`src/include/tdtc_regs.svh`:
```
// Functional notes
// (RULE_01) Address 70 write loads steering register
// (RULE_02) Address 71 stores where steering line low
// (RULE_03) Host update is seven writes total
// (RULE_04) Steering also drives coarse/fine track lines
// (RULE_05) Address 80 enables write-back comparison
// (RULE_06) Three byte registers per converter side
// (RULE_07) DAC pair summed with three-bit overlap
// (RULE_08) Host moves low MSB before increment
// (RULE_09) Carry-free steps written directly by host
// (RULE_10) Track mode: output follows DAC pair
// (RULE_11) Hold mode keeps previous output as reference
// (RULE_12) Host approximates low DAC MSB first
// (RULE_13) Host returns side to track afterwards
// (RULE_14) Steering bit map: fine 0-3, coarse 4-7
// (RULE_15) Enables active low, hold bits active high
// (RULE_16) Host exercises all 12 low bits
// (RULE_17) Comparator readable while write-back enabled
// (RULE_18) Steered-off register keeps its contents
`ifndef TDTC_REGS_SVH
`define TDTC_REGS_SVH

// ****************************************************************
// Register indices (byte address is four times the index)
// ****************************************************************
`define TDTC_IDX_STEER      8'h70
`define TDTC_IDX_DATA       8'h71
`define TDTC_IDX_WBACK      8'h80
`define TDTC_IDX_STATUS     8'h90
`define TDTC_IDX_IRQ_STAT   8'h91
`define TDTC_IDX_IRQ_MASK   8'h92

// ****************************************************************
// Steering byte fields
// ****************************************************************
`define TDTC_ST_FINE_LO     0
`define TDTC_ST_FINE_MID    1
`define TDTC_ST_FINE_HI     2
`define TDTC_ST_FINE_HOLD   3
`define TDTC_ST_COARSE_LO   4
`define TDTC_ST_COARSE_MID  5
`define TDTC_ST_COARSE_HI   6
`define TDTC_ST_COARSE_HOLD 7

// ****************************************************************
// Status and interrupt fields
// ****************************************************************
`define TDTC_SR_CCMP        0
`define TDTC_SR_FCMP        1
`define TDTC_SR_WB          2
`define TDTC_SR_CTRACK      3
`define TDTC_SR_FTRACK      4
`define TDTC_SR_WCNT_LO     5
`define TDTC_IRQ_CCMP       0
`define TDTC_IRQ_FCMP       1
`define TDTC_IRQ_UPD        2
`define TDTC_IRQ_IGN        3

// ****************************************************************
// Reset values and counts
// ****************************************************************
`define TDTC_STEER_RST      8'h00
`define TDTC_IRQ_RST        4'h0
`define TDTC_WB_RST         1'b0
`define TDTC_DATA_WRITES    3'h6
`define TDTC_OVERLAP_SHIFT  9

`endif

```
`src/include/tdtc_pkg.sv`:
```
// ****************************************************************
// Types shared by the tuning converter control
// ****************************************************************
package tdtc_pkg;

    typedef enum logic [1:0]
    {
        TDTC_IDLE   = 2'b00,
        TDTC_ANSWER = 2'b01
    } tdtc_bus_state_t;

    typedef logic [7:0]  tdtc_byte_t;
    typedef logic [11:0] tdtc_dac_t;
    typedef logic [21:0] tdtc_sum_t;

    function automatic logic tdtc_hit
    (
        input logic [11:0] addr,
        input logic [7:0]  idx
    );
        return addr == {2'b00, idx, 2'b00};
    endfunction : tdtc_hit

endpackage : tdtc_pkg

```
`src/hdl/tdtc_dac_side.sv`:
```
`timescale 1ns/1ps
`include "tdtc_regs.svh"

module tdtc_dac_side
    import tdtc_pkg::*;
(
    // Clock and reset
    input  wire logic       pclk,
    input  wire logic       presetn,
    // Steered byte load
    input  wire logic [2:0] load,
    input  wire tdtc_byte_t data,
    // Converter codes
    output tdtc_dac_t       hi_dac,
    output tdtc_dac_t       lo_dac,
    output tdtc_sum_t       sum
);

    // ****************************************************************
    // Storage registers: 0 low, 1 middle, 2 high
    // ****************************************************************
    tdtc_byte_t store [0:2];

    genvar g;
    generate
        for (g = 0; g < 3; g++)
        begin : g_store
            always_ff @(posedge pclk or negedge presetn)
            begin
                if (!presetn)
                    store[g] <= 8'h00;
                else if (load[g])
                    store[g] <= data;         // [RULE_02] [RULE_18]
            end
        end
    endgenerate

    // ****************************************************************
    // Bit routing: middle byte splits across both DACs
    // ****************************************************************
    assign lo_dac = {store[1][3:0], store[0]};         // [RULE_06]
    assign hi_dac = {store[2], store[1][7:4]};         // [RULE_06]

    // Low MSB weighs as high bit 2
    wire tdtc_sum_t hi_w = {1'b0, hi_dac, 9'h000};
    wire tdtc_sum_t lo_w = {10'h000, lo_dac};

    always_ff @(posedge pclk or negedge presetn)
    begin
        if (!presetn)
            sum <= 22'h000000;
        else
            sum <= hi_w + lo_w;                         // [RULE_07]
    end

endmodule : tdtc_dac_side

```
`src/hdl/tdtc_top.sv`:
```
// Decided for this implementation: the APB interface to the registers.
`timescale 1ns/1ps
`include "tdtc_regs.svh"

module tdtc_top
    import tdtc_pkg::*;
(
    // Clock and reset
    input  wire logic        pclk,
    input  wire logic        presetn,
    // APB slave
    input  wire logic [11:0] paddr,
    input  wire logic        psel,
    input  wire logic        penable,
    input  wire logic        pwrite,
    input  wire logic [31:0] pwdata,
    input  wire logic [3:0]  pstrb,
    output logic      [31:0] prdata,
    output logic             pready,
    output logic             pslverr,
    // Write-back comparators, high when preamp output above zero
    input  wire logic        comp_above_coarse,
    input  wire logic        comp_above_fine,
    // Coarse converter side
    output tdtc_dac_t        coarse_hi_dac,
    output tdtc_dac_t        coarse_lo_dac,
    output tdtc_sum_t        coarse_sum,
    output logic             coarse_track,
    // Fine converter side
    output tdtc_dac_t        fine_hi_dac,
    output tdtc_dac_t        fine_lo_dac,
    output tdtc_sum_t        fine_sum,
    output logic             fine_track,
    // Write-back enable to both comparators
    output logic             wb_enable,
    // Interrupt
    output logic             irq
);

    // ****************************************************************
    // Bus state
    // ****************************************************************
    tdtc_bus_state_t state;
    tdtc_bus_state_t next_state;

    tdtc_byte_t      steer;
    logic      [2:0] write_count;
    logic      [3:0] irq_status;
    logic      [3:0] irq_mask;
    logic            ccmp_prev;
    logic            fcmp_prev;

    // ****************************************************************
    // Address decode
    // ****************************************************************
    wire logic hit_steer  = tdtc_hit(paddr, `TDTC_IDX_STEER);
    wire logic hit_data   = tdtc_hit(paddr, `TDTC_IDX_DATA);
    wire logic hit_wback  = tdtc_hit(paddr, `TDTC_IDX_WBACK);
    wire logic hit_status = tdtc_hit(paddr, `TDTC_IDX_STATUS);
    wire logic hit_istat  = tdtc_hit(paddr, `TDTC_IDX_IRQ_STAT);
    wire logic hit_imask  = tdtc_hit(paddr, `TDTC_IDX_IRQ_MASK);

    wire logic hit_any    = hit_steer | hit_data | hit_wback |
                            hit_status | hit_istat | hit_imask;

    // First access cycle prepares the answer, second one commits
    wire logic access     = psel & penable;
    wire logic start      = access & (state == TDTC_IDLE);
    wire logic commit     = access & (state == TDTC_ANSWER);
    wire logic wr_commit  = commit & pwrite & pstrb[0] & hit_any;

    wire logic wr_steer   = wr_commit & hit_steer;
    wire logic wr_data    = wr_commit & hit_data;
    wire logic wr_wback   = wr_commit & hit_wback;
    wire logic wr_istat   = wr_commit & hit_istat;
    wire logic wr_imask   = wr_commit & hit_imask;
    wire logic acc_wback  = commit & hit_wback;

    // ****************************************************************
    // Bus state machine
    // ****************************************************************
    always_comb
    begin
        case (state)
            TDTC_IDLE:
                next_state = start ? TDTC_ANSWER : TDTC_IDLE;
            TDTC_ANSWER:
                next_state = TDTC_IDLE;
            default:
                next_state = TDTC_IDLE;
        endcase
    end

    always_ff @(posedge pclk or negedge presetn)
    begin
        if (!presetn)
            state <= TDTC_IDLE;
        else
            state <= next_state;
    end

    // ****************************************************************
    // Steering register
    // ****************************************************************
    always_ff @(posedge pclk or negedge presetn)
    begin
        if (!presetn)
            steer <= `TDTC_STEER_RST;
        else if (wr_steer)
            steer <= pwdata[7:0];                       // [RULE_01]
    end

    // Hold bit high means hold; track line high means track
    always_ff @(posedge pclk or negedge presetn)
    begin
        if (!presetn)
        begin
            coarse_track <= 1'b1;                       // [RULE_10]
            fine_track   <= 1'b1;                       // [RULE_10]
        end
        else if (wr_steer)
        begin
            coarse_track <= ~pwdata[`TDTC_ST_COARSE_HOLD]; // [RULE_04]
            fine_track   <= ~pwdata[`TDTC_ST_FINE_HOLD];   // [RULE_11]
        end
    end

    // ****************************************************************
    // Steering gates: active-low enables coincide with data strobe
    // ****************************************************************
    wire logic [2:0] fine_en   = ~steer[`TDTC_ST_FINE_HI:`TDTC_ST_FINE_LO];
    wire logic [2:0] coarse_en =
        ~steer[`TDTC_ST_COARSE_HI:`TDTC_ST_COARSE_LO];   // [RULE_14]

    wire logic [2:0] fine_load   = {3{wr_data}} & fine_en;   // [RULE_02]
    wire logic [2:0] coarse_load = {3{wr_data}} & coarse_en; // [RULE_15]

    wire logic any_load   = |{fine_load, coarse_load};
    wire logic data_ignored = wr_data & ~any_load;       // [RULE_18]

    // ****************************************************************
    // Converter sides
    // ****************************************************************
    tdtc_dac_side u_coarse
    (
        .pclk    (pclk),
        .presetn (presetn),
        .load    (coarse_load),
        .data    (pwdata[7:0]),
        .hi_dac  (coarse_hi_dac),
        .lo_dac  (coarse_lo_dac),
        .sum     (coarse_sum)
    );

    tdtc_dac_side u_fine
    (
        .pclk    (pclk),
        .presetn (presetn),
        .load    (fine_load),
        .data    (pwdata[7:0]),
        .hi_dac  (fine_hi_dac),
        .lo_dac  (fine_lo_dac),
        .sum     (fine_sum)
    );

    // ****************************************************************
    // Write-back enable
    // ****************************************************************
    // Any access at the write-back address enables the comparators;
    // a write with pstrb[0] set and bit 0 low turns them off again.
    always_ff @(posedge pclk or negedge presetn)
    begin
        if (!presetn)
            wb_enable <= `TDTC_WB_RST;
        else if (wr_wback)
            wb_enable <= pwdata[0];                     // [RULE_05]
        else if (acc_wback)
            wb_enable <= 1'b1;                          // [RULE_05]
    end

    wire logic ccmp_vis = wb_enable & comp_above_coarse; // [RULE_17]
    wire logic fcmp_vis = wb_enable & comp_above_fine;   // [RULE_17]

    // ****************************************************************
    // Update sequence counter
    // ****************************************************************
    wire logic cnt_full = (write_count == `TDTC_DATA_WRITES);
    wire logic upd_done = wr_data & any_load &
                          (write_count == `TDTC_DATA_WRITES - 3'h1);

    always_ff @(posedge pclk or negedge presetn)
    begin
        if (!presetn)
            write_count <= 3'h0;
        else if (wr_steer)
            write_count <= 3'h0;                        // [RULE_03]
        else if (wr_data && any_load && !cnt_full)
            write_count <= write_count + 3'h1;
    end

    // ****************************************************************
    // Comparator change detection
    // ****************************************************************
    always_ff @(posedge pclk or negedge presetn)
    begin
        if (!presetn)
        begin
            ccmp_prev <= 1'b0;
            fcmp_prev <= 1'b0;
        end
        else
        begin
            ccmp_prev <= ccmp_vis;
            fcmp_prev <= fcmp_vis;
        end
    end

    wire logic ccmp_flip = wb_enable & (ccmp_vis ^ ccmp_prev); // [RULE_11]
    wire logic fcmp_flip = wb_enable & (fcmp_vis ^ fcmp_prev); // [RULE_11]

    // ****************************************************************
    // Interrupt status, mask and output
    // ****************************************************************
    wire logic [3:0] irq_event =
    {
        data_ignored,
        upd_done,
        fcmp_flip,
        ccmp_flip
    };

    wire logic [3:0] irq_clear = wr_istat ? pwdata[3:0] : 4'h0;

    // Event in the clear cycle wins
    wire logic [3:0] next_irq_status =
        (irq_status & ~irq_clear) | irq_event;

    always_ff @(posedge pclk or negedge presetn)
    begin
        if (!presetn)
            irq_status <= `TDTC_IRQ_RST;
        else
            irq_status <= next_irq_status;
    end

    always_ff @(posedge pclk or negedge presetn)
    begin
        if (!presetn)
            irq_mask <= `TDTC_IRQ_RST;
        else if (wr_imask)
            irq_mask <= pwdata[3:0];
    end

    always_ff @(posedge pclk or negedge presetn)
    begin
        if (!presetn)
            irq <= 1'b0;
        else
            irq <= |(next_irq_status & irq_mask);
    end

    // ****************************************************************
    // Read data
    // ****************************************************************
    wire logic [7:0] status_word =
    {
        write_count,
        fine_track,
        coarse_track,
        wb_enable,
        fcmp_vis,
        ccmp_vis
    };

    wire logic [31:0] rd_mux =
        hit_status ? {24'h000000, status_word}      :
        hit_wback  ? {30'h00000000, fcmp_vis, ccmp_vis} :
        hit_istat  ? {28'h0000000, irq_status}      :
        hit_imask  ? {28'h0000000, irq_mask}        :
                     32'h00000000;

    // Answer prepared on the first access edge, held one cycle
    always_ff @(posedge pclk or negedge presetn)
    begin
        if (!presetn)
        begin
            prdata  <= 32'h00000000;
            pready  <= 1'b0;
            pslverr <= 1'b0;
        end
        else if (start)
        begin
            prdata  <= pwrite ? 32'h00000000 : rd_mux;
            pready  <= 1'b1;
            pslverr <= ~hit_any;
        end
        else
        begin
            prdata  <= 32'h00000000;
            pready  <= 1'b0;
            pslverr <= 1'b0;
        end
    end

    // ****************************************************************
    // Track path
    // ****************************************************************
    // While a side tracks, its summed code follows every stored byte
    // one clock later; in hold, the host approximates against the comparator
    // and sets the hold bit low again when done.
    // The track lines leave the block straight from their flops.

endmodule : tdtc_top

```
`config.mk`:
```
export PLATFORM = sky130hd
export DESIGN_NAME = tdtc_top
export DESIGN_NICKNAME = d
export VERILOG_FILES = /design/src/include/tdtc_pkg.sv /design/src/hdl/tdtc_dac_side.sv /design/src/hdl/tdtc_top.sv
export VERILOG_INCLUDE_DIRS = /design/src /design/src/include
export SDC_FILE = /design/constraint.sdc
export NUM_CORES = 1
export LEC_CHECK = 0
export BUFFER_PORTS_ARGS = -buffer_cell sky130_fd_sc_hd__clkbuf_2
export CAP_MARGIN = 30
export CORE_MARGIN = 1.5
export CORE_UTILIZATION = 39
export DETAILED_ROUTE_END_ITERATION = 10
export PLACE_DENSITY = 0.63
export SETUP_SLACK_MARGIN = 0.2
export SLEW_MARGIN = 30
export SYNTH_ARGS = -nofsm -noshare
export SYNTH_HDL_FRONTEND = slang
export SYNTH_SLANG_ARGS = --single-unit
export TNS_END_PERCENT = 20
```
`constraint.sdc`:
```
create_clock -name pclk -period 3.9 [get_ports pclk]
set_clock_uncertainty 0.05 [all_clocks]
set_input_delay 0.975 -clock pclk [delete_from_list [all_inputs] [get_ports pclk]]
set_output_delay 0.975 -clock pclk [all_outputs]
set_load 0.1 [all_outputs]
```
==> impl_results.rst, run 1 <==
.. list-table::
   :header-rows: 1

   * - Metric
     - Value
   * - Status
     - finished, final reports clean
   * - Root buffer cell
     - clkbuf_16
   * - Cells on Worst Hold Path
     - 0
   * - Overall via count from detail_route
     - 3,530
   * - Post-layout utilization of the core
     - 50.8%
   * - Number of distinct standard cells referenced by the synthesized netlist
     - 48
   * - Global-route usage over all layers
     - 16.3%
   * - Headroom to the max-slew limit
     - 48.0%
   * - Data arrival time of the critical path
     - 2920 ps
   * - Per-cell via count in the routed design
     - 4.69
   * - Flip-flop and latch count after synthesis
     - 125
   * - Data required time at the worst endpoint
     - 4140 ps
   * - Kind of critical path
     - input pin to flop
   * - Cell count of the worst reg-to-reg path
     - 5
   * - Sink Count
     - 125
   * - Routability congestion estimate from global placement
     - 0.835
   * - Count of TritonRoute iterations in the first routing pass
     - 4
   * - Final-layout worst hold slack
     - 346 ps
   * - Die footprint
     - 14,500 sq um
   * - Slew at the pin with the worst max-slew slack
     - 780 ps
   * - Share of the synthesized area in the top cell type
     - 57.3%
   * - Initial cell density of the core
     - 40.3%
   * - Layout cells sized above 1
     - 32.4%
   * - Die outline width
     - 120 um
   * - Sequential cell area fraction in the yosys report
     - 58.3%
   * - Total number of H-tree levels
     - 4
   * - HPWL reported at the end of detailed placement
     - 8030 um
   * - Endpoint, Worst Hold
     - u_coarse.sum[1]
   * - Yosys Warn Count
     - 0
   * - Detailed Route WL
     - 11,300 um
   * - Main flop type after synthesis
     - dfrtp_1
   * - Remaining DRCs
     - 0
   * - Final worst path period need
     - 2680 ps
   * - Post-route fraction of the period consumed by the critical path
     - 68.8%
   * - Clock slew at the register clock pins of the worst setup and hold paths
     - 60 ps
   * - Register-to-register path setup slack
     - 1740 ps
   * - Core outline area
     - 13,300 sq um
   * - Remaining Overflow, GRT
     - 0
   * - Yosys top cell by area
     - dfrtp_1
   * - Final routed wire length divided by cell count
     - 15.0 um
   * - Clock buffer depth
     - 2
   * - Cell Area, Synth
     - 5370 sq um
   * - Antenna violations before repair
     - 0
   * - Capture point of the worst reg-to-reg path
     - irq
   * - First-pass GRT wire length
     - 17,800 um
   * - Hold Buf Count CTS
     - 0
   * - Number of nets in the final layout
     - 630
   * - ANT cells
     - 0
   * - IO Port Bufs
     - 133
   * - Count of pins over their slew limit
     - 0
   * - Share of flip-flops with an asynchronous set or reset after synthesis
     - 100%
   * - Power Density
     - 475 nW/um^2
   * - Number of endpoints with negative hold slack in the final report
     - 0
   * - DR iter-0 viols
     - 200
   * - Count of antenna-violating nets left after detailed routing
     - 0
   * - Leak
     - 0.00371 uW
   * - TritonCTS clock tree
     - built
   * - Quantity of gates resized following cts
     - 0
   * - Cell Rows
     - 42
   * - Dominant cells by area after synthesis
     - dfrtp_1, mux2_1, buf_4
   * - Max-cap check violation count
     - 0
   * - Critical R2R Launch
     - steer[1]
   * - Most frequent cells in the layout
     - clkbuf_2, dfrtp_1, mux2_1
   * - Worst Setup End Kind
     - flop
   * - Number of buffers inserted to repair setup after CTS
     - 0
   * - Average footprint of a synthesized cell
     - 12.8 sq um
   * - Clock insertion delay at the later pin of the skew report
     - 410 ps
   * - Leading cell type in the layout, fill and taps excluded
     - clkbuf_2
   * - Synthesized netlist cell count
     - 421
   * - Pin count of the biggest net entering global routing
     - 66
   * - Final number of setup-violating endpoints
     - 0
   * - Number of global-route vias before repair
     - 3,385
   * - TritonCTS buffer count
     - 17
   * - FILL cells
     - 1,186
   * - Setup repair after global routing missed its margin
     - no
   * - Top fanout value on the critical path
     - 11
   * - Hold path startpoint
     - u_coarse.lo_dac[1]
   * - Maximum achievable frequency
     - 373 MHz
   * - Startpoint kind of the worst setup timing path
     - input pin
   * - Sum of negative setup slack
     - 0 ps
   * - Number of flops mapped to enable cells by yosys
     - 0
   * - Class of the worst hold path
     - flop to flop
   * - Height of the die
     - 120 um
   * - Signed area change from the synthesized netlist to the final layout
     - 26.1%
   * - Worst-case vdd ir drop
     - 0.202 mV
   * - Count of boundary I/O pins
     - 185
[area by class of cell]
| type | count | area, sq um | area share [%] |
|---|---|---|---|
| Clock buffer | 22 | 474 | 7.00 |
| Multi-Input combinational cell | 269 | 2010 | 29.6 |
| Inverter | 15 | 56.3 | 0.831 |
| Sequential cell | 125 | 3130 | 46.2 |
| Clock inverter | 10 | 185 | 2.73 |
| Timing Repair Buffer | 136 | 703 | 10.4 |
| Tap cell | 176 | 220 | 3.25 |
[through the flow]
| stage | worst slack (ps) | total power, uW | cells | area [sq um] |
|---|---|---|---|---|
| after floorplan | 1170 | 1470 | 444 | 5460 |
| after global placement | 846 | 1510 | 721 | 6120 |
| after detailed placement | 806 | 1510 | 721 | 6120 |
| after CTS | 1260 | 3260 | 753 | 6780 |
| after global routing | 1110 | 3330 | 753 | 6780 |
| final | 1220 | 3220 | 753 | 6780 |
[layer usage]
| metal | vias up | track usage [%] | share of wire, % |
|---|---|---|---|
| li1 | 1687 | - | - |
| met1 | 1714 | 21.0 | 45 |
| met2 | 114 | 25.5 | 48 |
| met3 | 15 | 4.43 | 4.7 |
| met4 | 0 | 7.87 | 2.1 |
| met5 | - | 0 | 0 |
[worst max-delay path, cell delays in order]
cell,delay [ps]
clkbuf_2,180
nor4b_2,410
nand2_2,170
or3_1,370
buf_4,240
nor2_8,200
mux2_1,350
[cells in the mapped netlist (3+ instances only)]
library cell	count
inv_1	15
nor3_1	6
nand2_1	47
nor2_8	6
o21ai_0	5
mux2_1	48
and3_1	5
mux2_2	7
nor2_1	19
a31oi_1	5
a21oi_1	6
nor4_1	3
nand3_1	7
clkbuf_1	5
and2_1	6
or3_1	5
a21o_1	4
dfrtp_1	123
xnor2_1	15
ha_1	9
buf_4	25
xor2_1	8
nand4_1	9
[flip-flops by register name, summed over array words and instances, names as in the netlist]
signal / count
u_coarse.sum: 22
u_fine.sum: 22
u_coarse.hi_dac: 12
u_coarse.lo_dac: 12
u_fine.hi_dac: 12
u_fine.lo_dac: 12
prdata: 8
steer: 6
irq_mask: 4
irq_status: 4
write_count: 3
ccmp_prev: 1
coarse_track: 1
fcmp_prev: 1
fine_track: 1
irq: 1
pslverr: 1
state: 1
wb_enable: 1
[cells by family (layout without fill, tap and decap cells)]
kind of cell,after synthesis,count (layout),synth area share (%)
muxes,56,56,11.8
adders and majority gates,11,11,2.84
DFF,125,125,58.3
and+or+nand+nor,127,127,13.9
other,1,24,0.0698
AOI/OAI and AO/OA,28,28,3.42
buffers and inverters,50,183,5.99
xor gates and xnor gates,23,23,3.75
[power breakdown]
part / switching, uW / total [uW] / internal, uW
Sequential: 1.10 / 1300 / 1300
Combinational: 167 / 186 / 18.6
Clock: 545 / 1730 / 1180
[worst max path at each step]
| stage | cells past startpoint | start | endpoint | slack [ps] |
|---|---|---|---|---|
| finish | 7 | paddr[3] | u_fine.lo_dac[4] | 1220 |
| global route | 7 | paddr[3] | u_coarse.lo_dac[5] | 1110 |
| CTS | 7 | paddr[3] | u_fine.lo_dac[4] | 1260 |
| detailed placement | 7 | paddr[3] | u_fine.lo_dac[4] | 810 |
| global placement | 7 | paddr[3] | u_coarse.lo_dac[1] | 850 |
| floorplan | 7 | paddr[6] | u_fine.hi_dac[8] | 1170 |
Power figures use the tool's default switching activity.
==> run 2: changes to the inputs <==
--- a/config.mk
+++ b/config.mk
@@ -6,12 +6,13 @@
 export SDC_FILE = /design/constraint.sdc
 export NUM_CORES = 1
 export LEC_CHECK = 0
+export ABC_AREA = 1
 export BUFFER_PORTS_ARGS = -buffer_cell sky130_fd_sc_hd__clkbuf_2
 export CAP_MARGIN = 30
 export CORE_MARGIN = 1.5
 export CORE_UTILIZATION = 39
 export DETAILED_ROUTE_END_ITERATION = 10
-export PLACE_DENSITY = 0.63
+export PLACE_DENSITY = 0.65
 export SETUP_SLACK_MARGIN = 0.2
 export SLEW_MARGIN = 30
 export SYNTH_ARGS = -nofsm -noshare
==> constraint.sdc (replaced) <==
create_clock -name pclk -period 2.15 [get_ports pclk]
set_clock_uncertainty 0.05 [all_clocks]
set_input_delay 0.5375 -clock pclk [delete_from_list [all_inputs] [get_ports pclk]]
set_output_delay 0.5375 -clock pclk [all_outputs]
set_load 0.1 [all_outputs]
==> impl_results.rst, run 2 <==
.. list-table::
   :header-rows: 1

   * - Metric
     - Value
   * - Maximum achievable frequency
     - 506 MHz
   * - Height of the die
     - 120 um
   * - Antenna violations before repair
     - 0
   * - Power Density
     - 787 nW/um^2
   * - Layout cells sized above 1
     - 38.0%
   * - Post-layout utilization of the core
     - 53.9%
   * - Initial cell density of the core
     - 40.0%
   * - Core outline area
     - 13,200 sq um
   * - Worst path cell trace
     - buf_2
   * - Count of pins over their slew limit
     - 0
   * - Flip-flop and latch count after synthesis
     - 125
   * - Kind of critical path
     - flop to primary output
   * - Per-cell via count in the routed design
     - 4.63
   * - TritonCTS clock tree
     - built
   * - Share of the synthesized area in the top cell type
     - 58.1%
   * - Main flop type after synthesis
     - dfrtp_1
   * - Clock insertion delay at the later pin of the skew report
     - 410 ps
   * - Global-route usage over all layers
     - 17.6%
   * - Detailed Route WL
     - 12,000 um
   * - Final routed wire length divided by cell count
     - 13.6 um
   * - Crit path max-delay family
     - flip-flops
   * - Leak
     - 0.00365 uW
   * - Worst Setup Slack, final
     - 172 ps
   * - Clock buffer depth
     - 2
   * - Yosys Warn Count
     - 0
   * - Routability congestion estimate from global placement
     - 0.841
   * - Cell Area, Synth
     - 5300 sq um
   * - Capture point of the worst reg-to-reg path
     - u_fine.sum[19]
   * - Largest registers in the final layout
     - u_coarse.sum x22, u_fine.sum x22
   * - Data arrival time of the critical path
     - 1390 ps
   * - First-pass GRT wire length
     - 19,400 um
   * - Dominant cells by area after synthesis
     - dfrtp_1, nand2_1, o21ai_1
   * - Register-to-register path setup slack
     - 190 ps
   * - Count of boundary I/O pins
     - 185
   * - Cell Rows
     - 42
   * - Final worst path period need
     - 1980 ps
   * - HPWL reported at the end of detailed placement
     - 8690 um
   * - Number of nets in the final layout
     - 760
   * - Worst Setup End Kind
     - primary output
   * - Yosys top cell by area
     - dfrtp_1
   * - Design Area, Final
     - 7140 sq um
   * - Total number of H-tree levels
     - 4
   * - Most frequent cells in the layout
     - clkbuf_2, dfrtp_1, nand2_1
   * - Cell count of the worst reg-to-reg path
     - 10
   * - Sequential cell area fraction in the yosys report
     - 59.1%
   * - IO Port Bufs
     - 133
   * - Hold Buf Count CTS
     - 0
   * - Setup repair after global routing missed its margin
     - yes
   * - Leading cell type in the layout, fill and taps excluded
     - clkbuf_2
   * - Number of distinct standard cells referenced by the synthesized netlist
     - 34
   * - Top fanout value on the critical path
     - 3
   * - Slew at the pin with the worst max-slew slack
     - 569 ps
   * - Beginning of the critical path
     - fine_track
   * - Die footprint
     - 14,300 sq um
   * - Post-route fraction of the period consumed by the critical path
     - 92.0%
   * - Leading cell type by number of instances after synthesis
     - dfrtp_1
   * - Class of the worst hold path
     - input pin to async pin
   * - Final number of setup-violating endpoints
     - 0
   * - Ranking of synthesized cells by instance count
     - dfrtp_1, nand2_1, inv_1, o21ai_1, nor2_1
   * - Overall power consumption
     - 5620 uW
   * - Placed Cells
     - 843
   * - Overall via count from detail_route
     - 4,083
   * - Sink Count
     - 125
   * - Count of buffering cells on the critical path with inverters included
     - 1
   * - Non-filler instance count after layout
     - 882
   * - Worst-case vdd ir drop
     - 0.467 mV
   * - Pre-CTS worst setup slack
     - -103 ps
   * - Critical R2R Launch
     - u_fine.lo_dac[9]
   * - TritonCTS buffer count
     - 17
   * - Root buffer cell
     - clkbuf_16
   * - Headroom to the max-slew limit
     - 62.2%
   * - Startpoint kind of the worst setup timing path
     - flop
   * - Average footprint of a synthesized cell
     - 10.2 sq um
   * - Data required time at the worst endpoint
     - 1560 ps
   * - Status
     - finished, final reports clean
   * - Clock slew at the register clock pins of the worst setup and hold paths
     - 50 ps
   * - Number of endpoints with negative hold slack in the final report
     - 0
   * - Number of flops mapped to enable cells by yosys
     - 0
   * - Count of TritonRoute iterations in the first routing pass
     - 4
   * - ANT cells
     - 0
   * - DP Area
     - 6390 sq um
   * - Number of global-route vias before repair
     - 3,929
   * - Share of flip-flops with an asynchronous set or reset after synthesis
     - 100%
   * - Die outline width
     - 120 um
   * - Count of antenna-violating nets left after detailed routing
     - 0
   * - Remaining DRCs
     - 0
   * - DR iter-0 viols
     - 250
   * - Signed area change from the synthesized netlist to the final layout
     - 34.7%
   * - Max-cap check violation count
     - 0
   * - Remaining Overflow, GRT
     - 0
   * - Largest stage delay, worst path
     - 550 ps
   * - CP max-delay cell
     - dfstp_2
   * - Pin count of the biggest net entering global routing
     - 52
   * - Synthesized netlist cell count
     - 521
-- run 2: cell types whose count changed after synthesis, moves of 11 or more --
cell / before / now
nand2_1: 47 / 109
o21ai_1: 0 / 55
mux2_1: 48 / 0
inv_1: 15 / 56
nand3_1: 7 / 18
nor2_1: 19 / 30
-- run 2: final cells by class --
type | count | area [sq um]
fill | 1177 | 6110
sequential | 125 | 3170
multi-input combinational | 326 | 1930
timing repair buffer | 162 | 938
clock buffer | 25 | 495
inverter | 62 | 272
tap | 176 | 220
clock inverter | 6 | 108
-- run 2: per-layer routing --
layer  share of wire (%)  GRT usage [%]
met1                  44           22.3
met2                  47           27.9
met3                 6.7           5.89
met5                   0              0
met4                 2.2           7.14
-- run 2: how the worst max path moves through the flow --
stage | endpoint | slack, ps | depth (start not counted)
floorplan | u_fine.sum[19] | -80 | 10
global placement | u_fine.lo_dac[1] | -80 | 12
detailed placement | irq | -100 | 15
CTS | fine_track | 120 | 1
global route | u_fine.sum[21] | 80 | 10
finish | fine_track | 170 | 1
-- run 2: cells by family (layout without fill, tap and decap cells) --
logic type	count (synthesis)	after routing	synth area share, %
AND/OR/NAND/NOR	187	187	16.6
flip-flops	125	125	59.1
buffers and inverters	93	255	9.14
AO/OA/AOI/OAI	84	84	8.93
XOR/XNOR	20	20	3.31
adder cells (fa/ha/maj)	11	11	2.88
other	1	24	0.0708
-- run 2: worst reg2reg max path: cells and delay by family, from the launching register on --
family	cells	cell delay [ps]
AO/OA/AOI/OAI	1	90
XOR/XNOR	1	140
flip-flops	1	430
AND/OR/NAND/NOR	5	620
buffers and inverters	1	30
adder cells (fa/ha/maj)	2	480
-- run 2: power by group --
| group | switching, uW | internal [uW] |
|---|---|---|
| combinational | 324 | 50.9 |
| sequential | 2.31 | 2360 |
| clock | 944 | 1940 |
-- run 2: timing repair --
action / CTS / global route
resized for setup: 4 / 11
endpoints found under the setup margin: 10 / 18
pin swaps: 3 / 8
setup buffers: 4 / 4
-- run 2: through the flow --
stage	TNS [ps]	hold slack, ps
floorplan	-1200	192
global placement	-2880	339
detailed placement	-3750	343
CTS	0	37.2
global route	0	59.2
finish	0	37.0
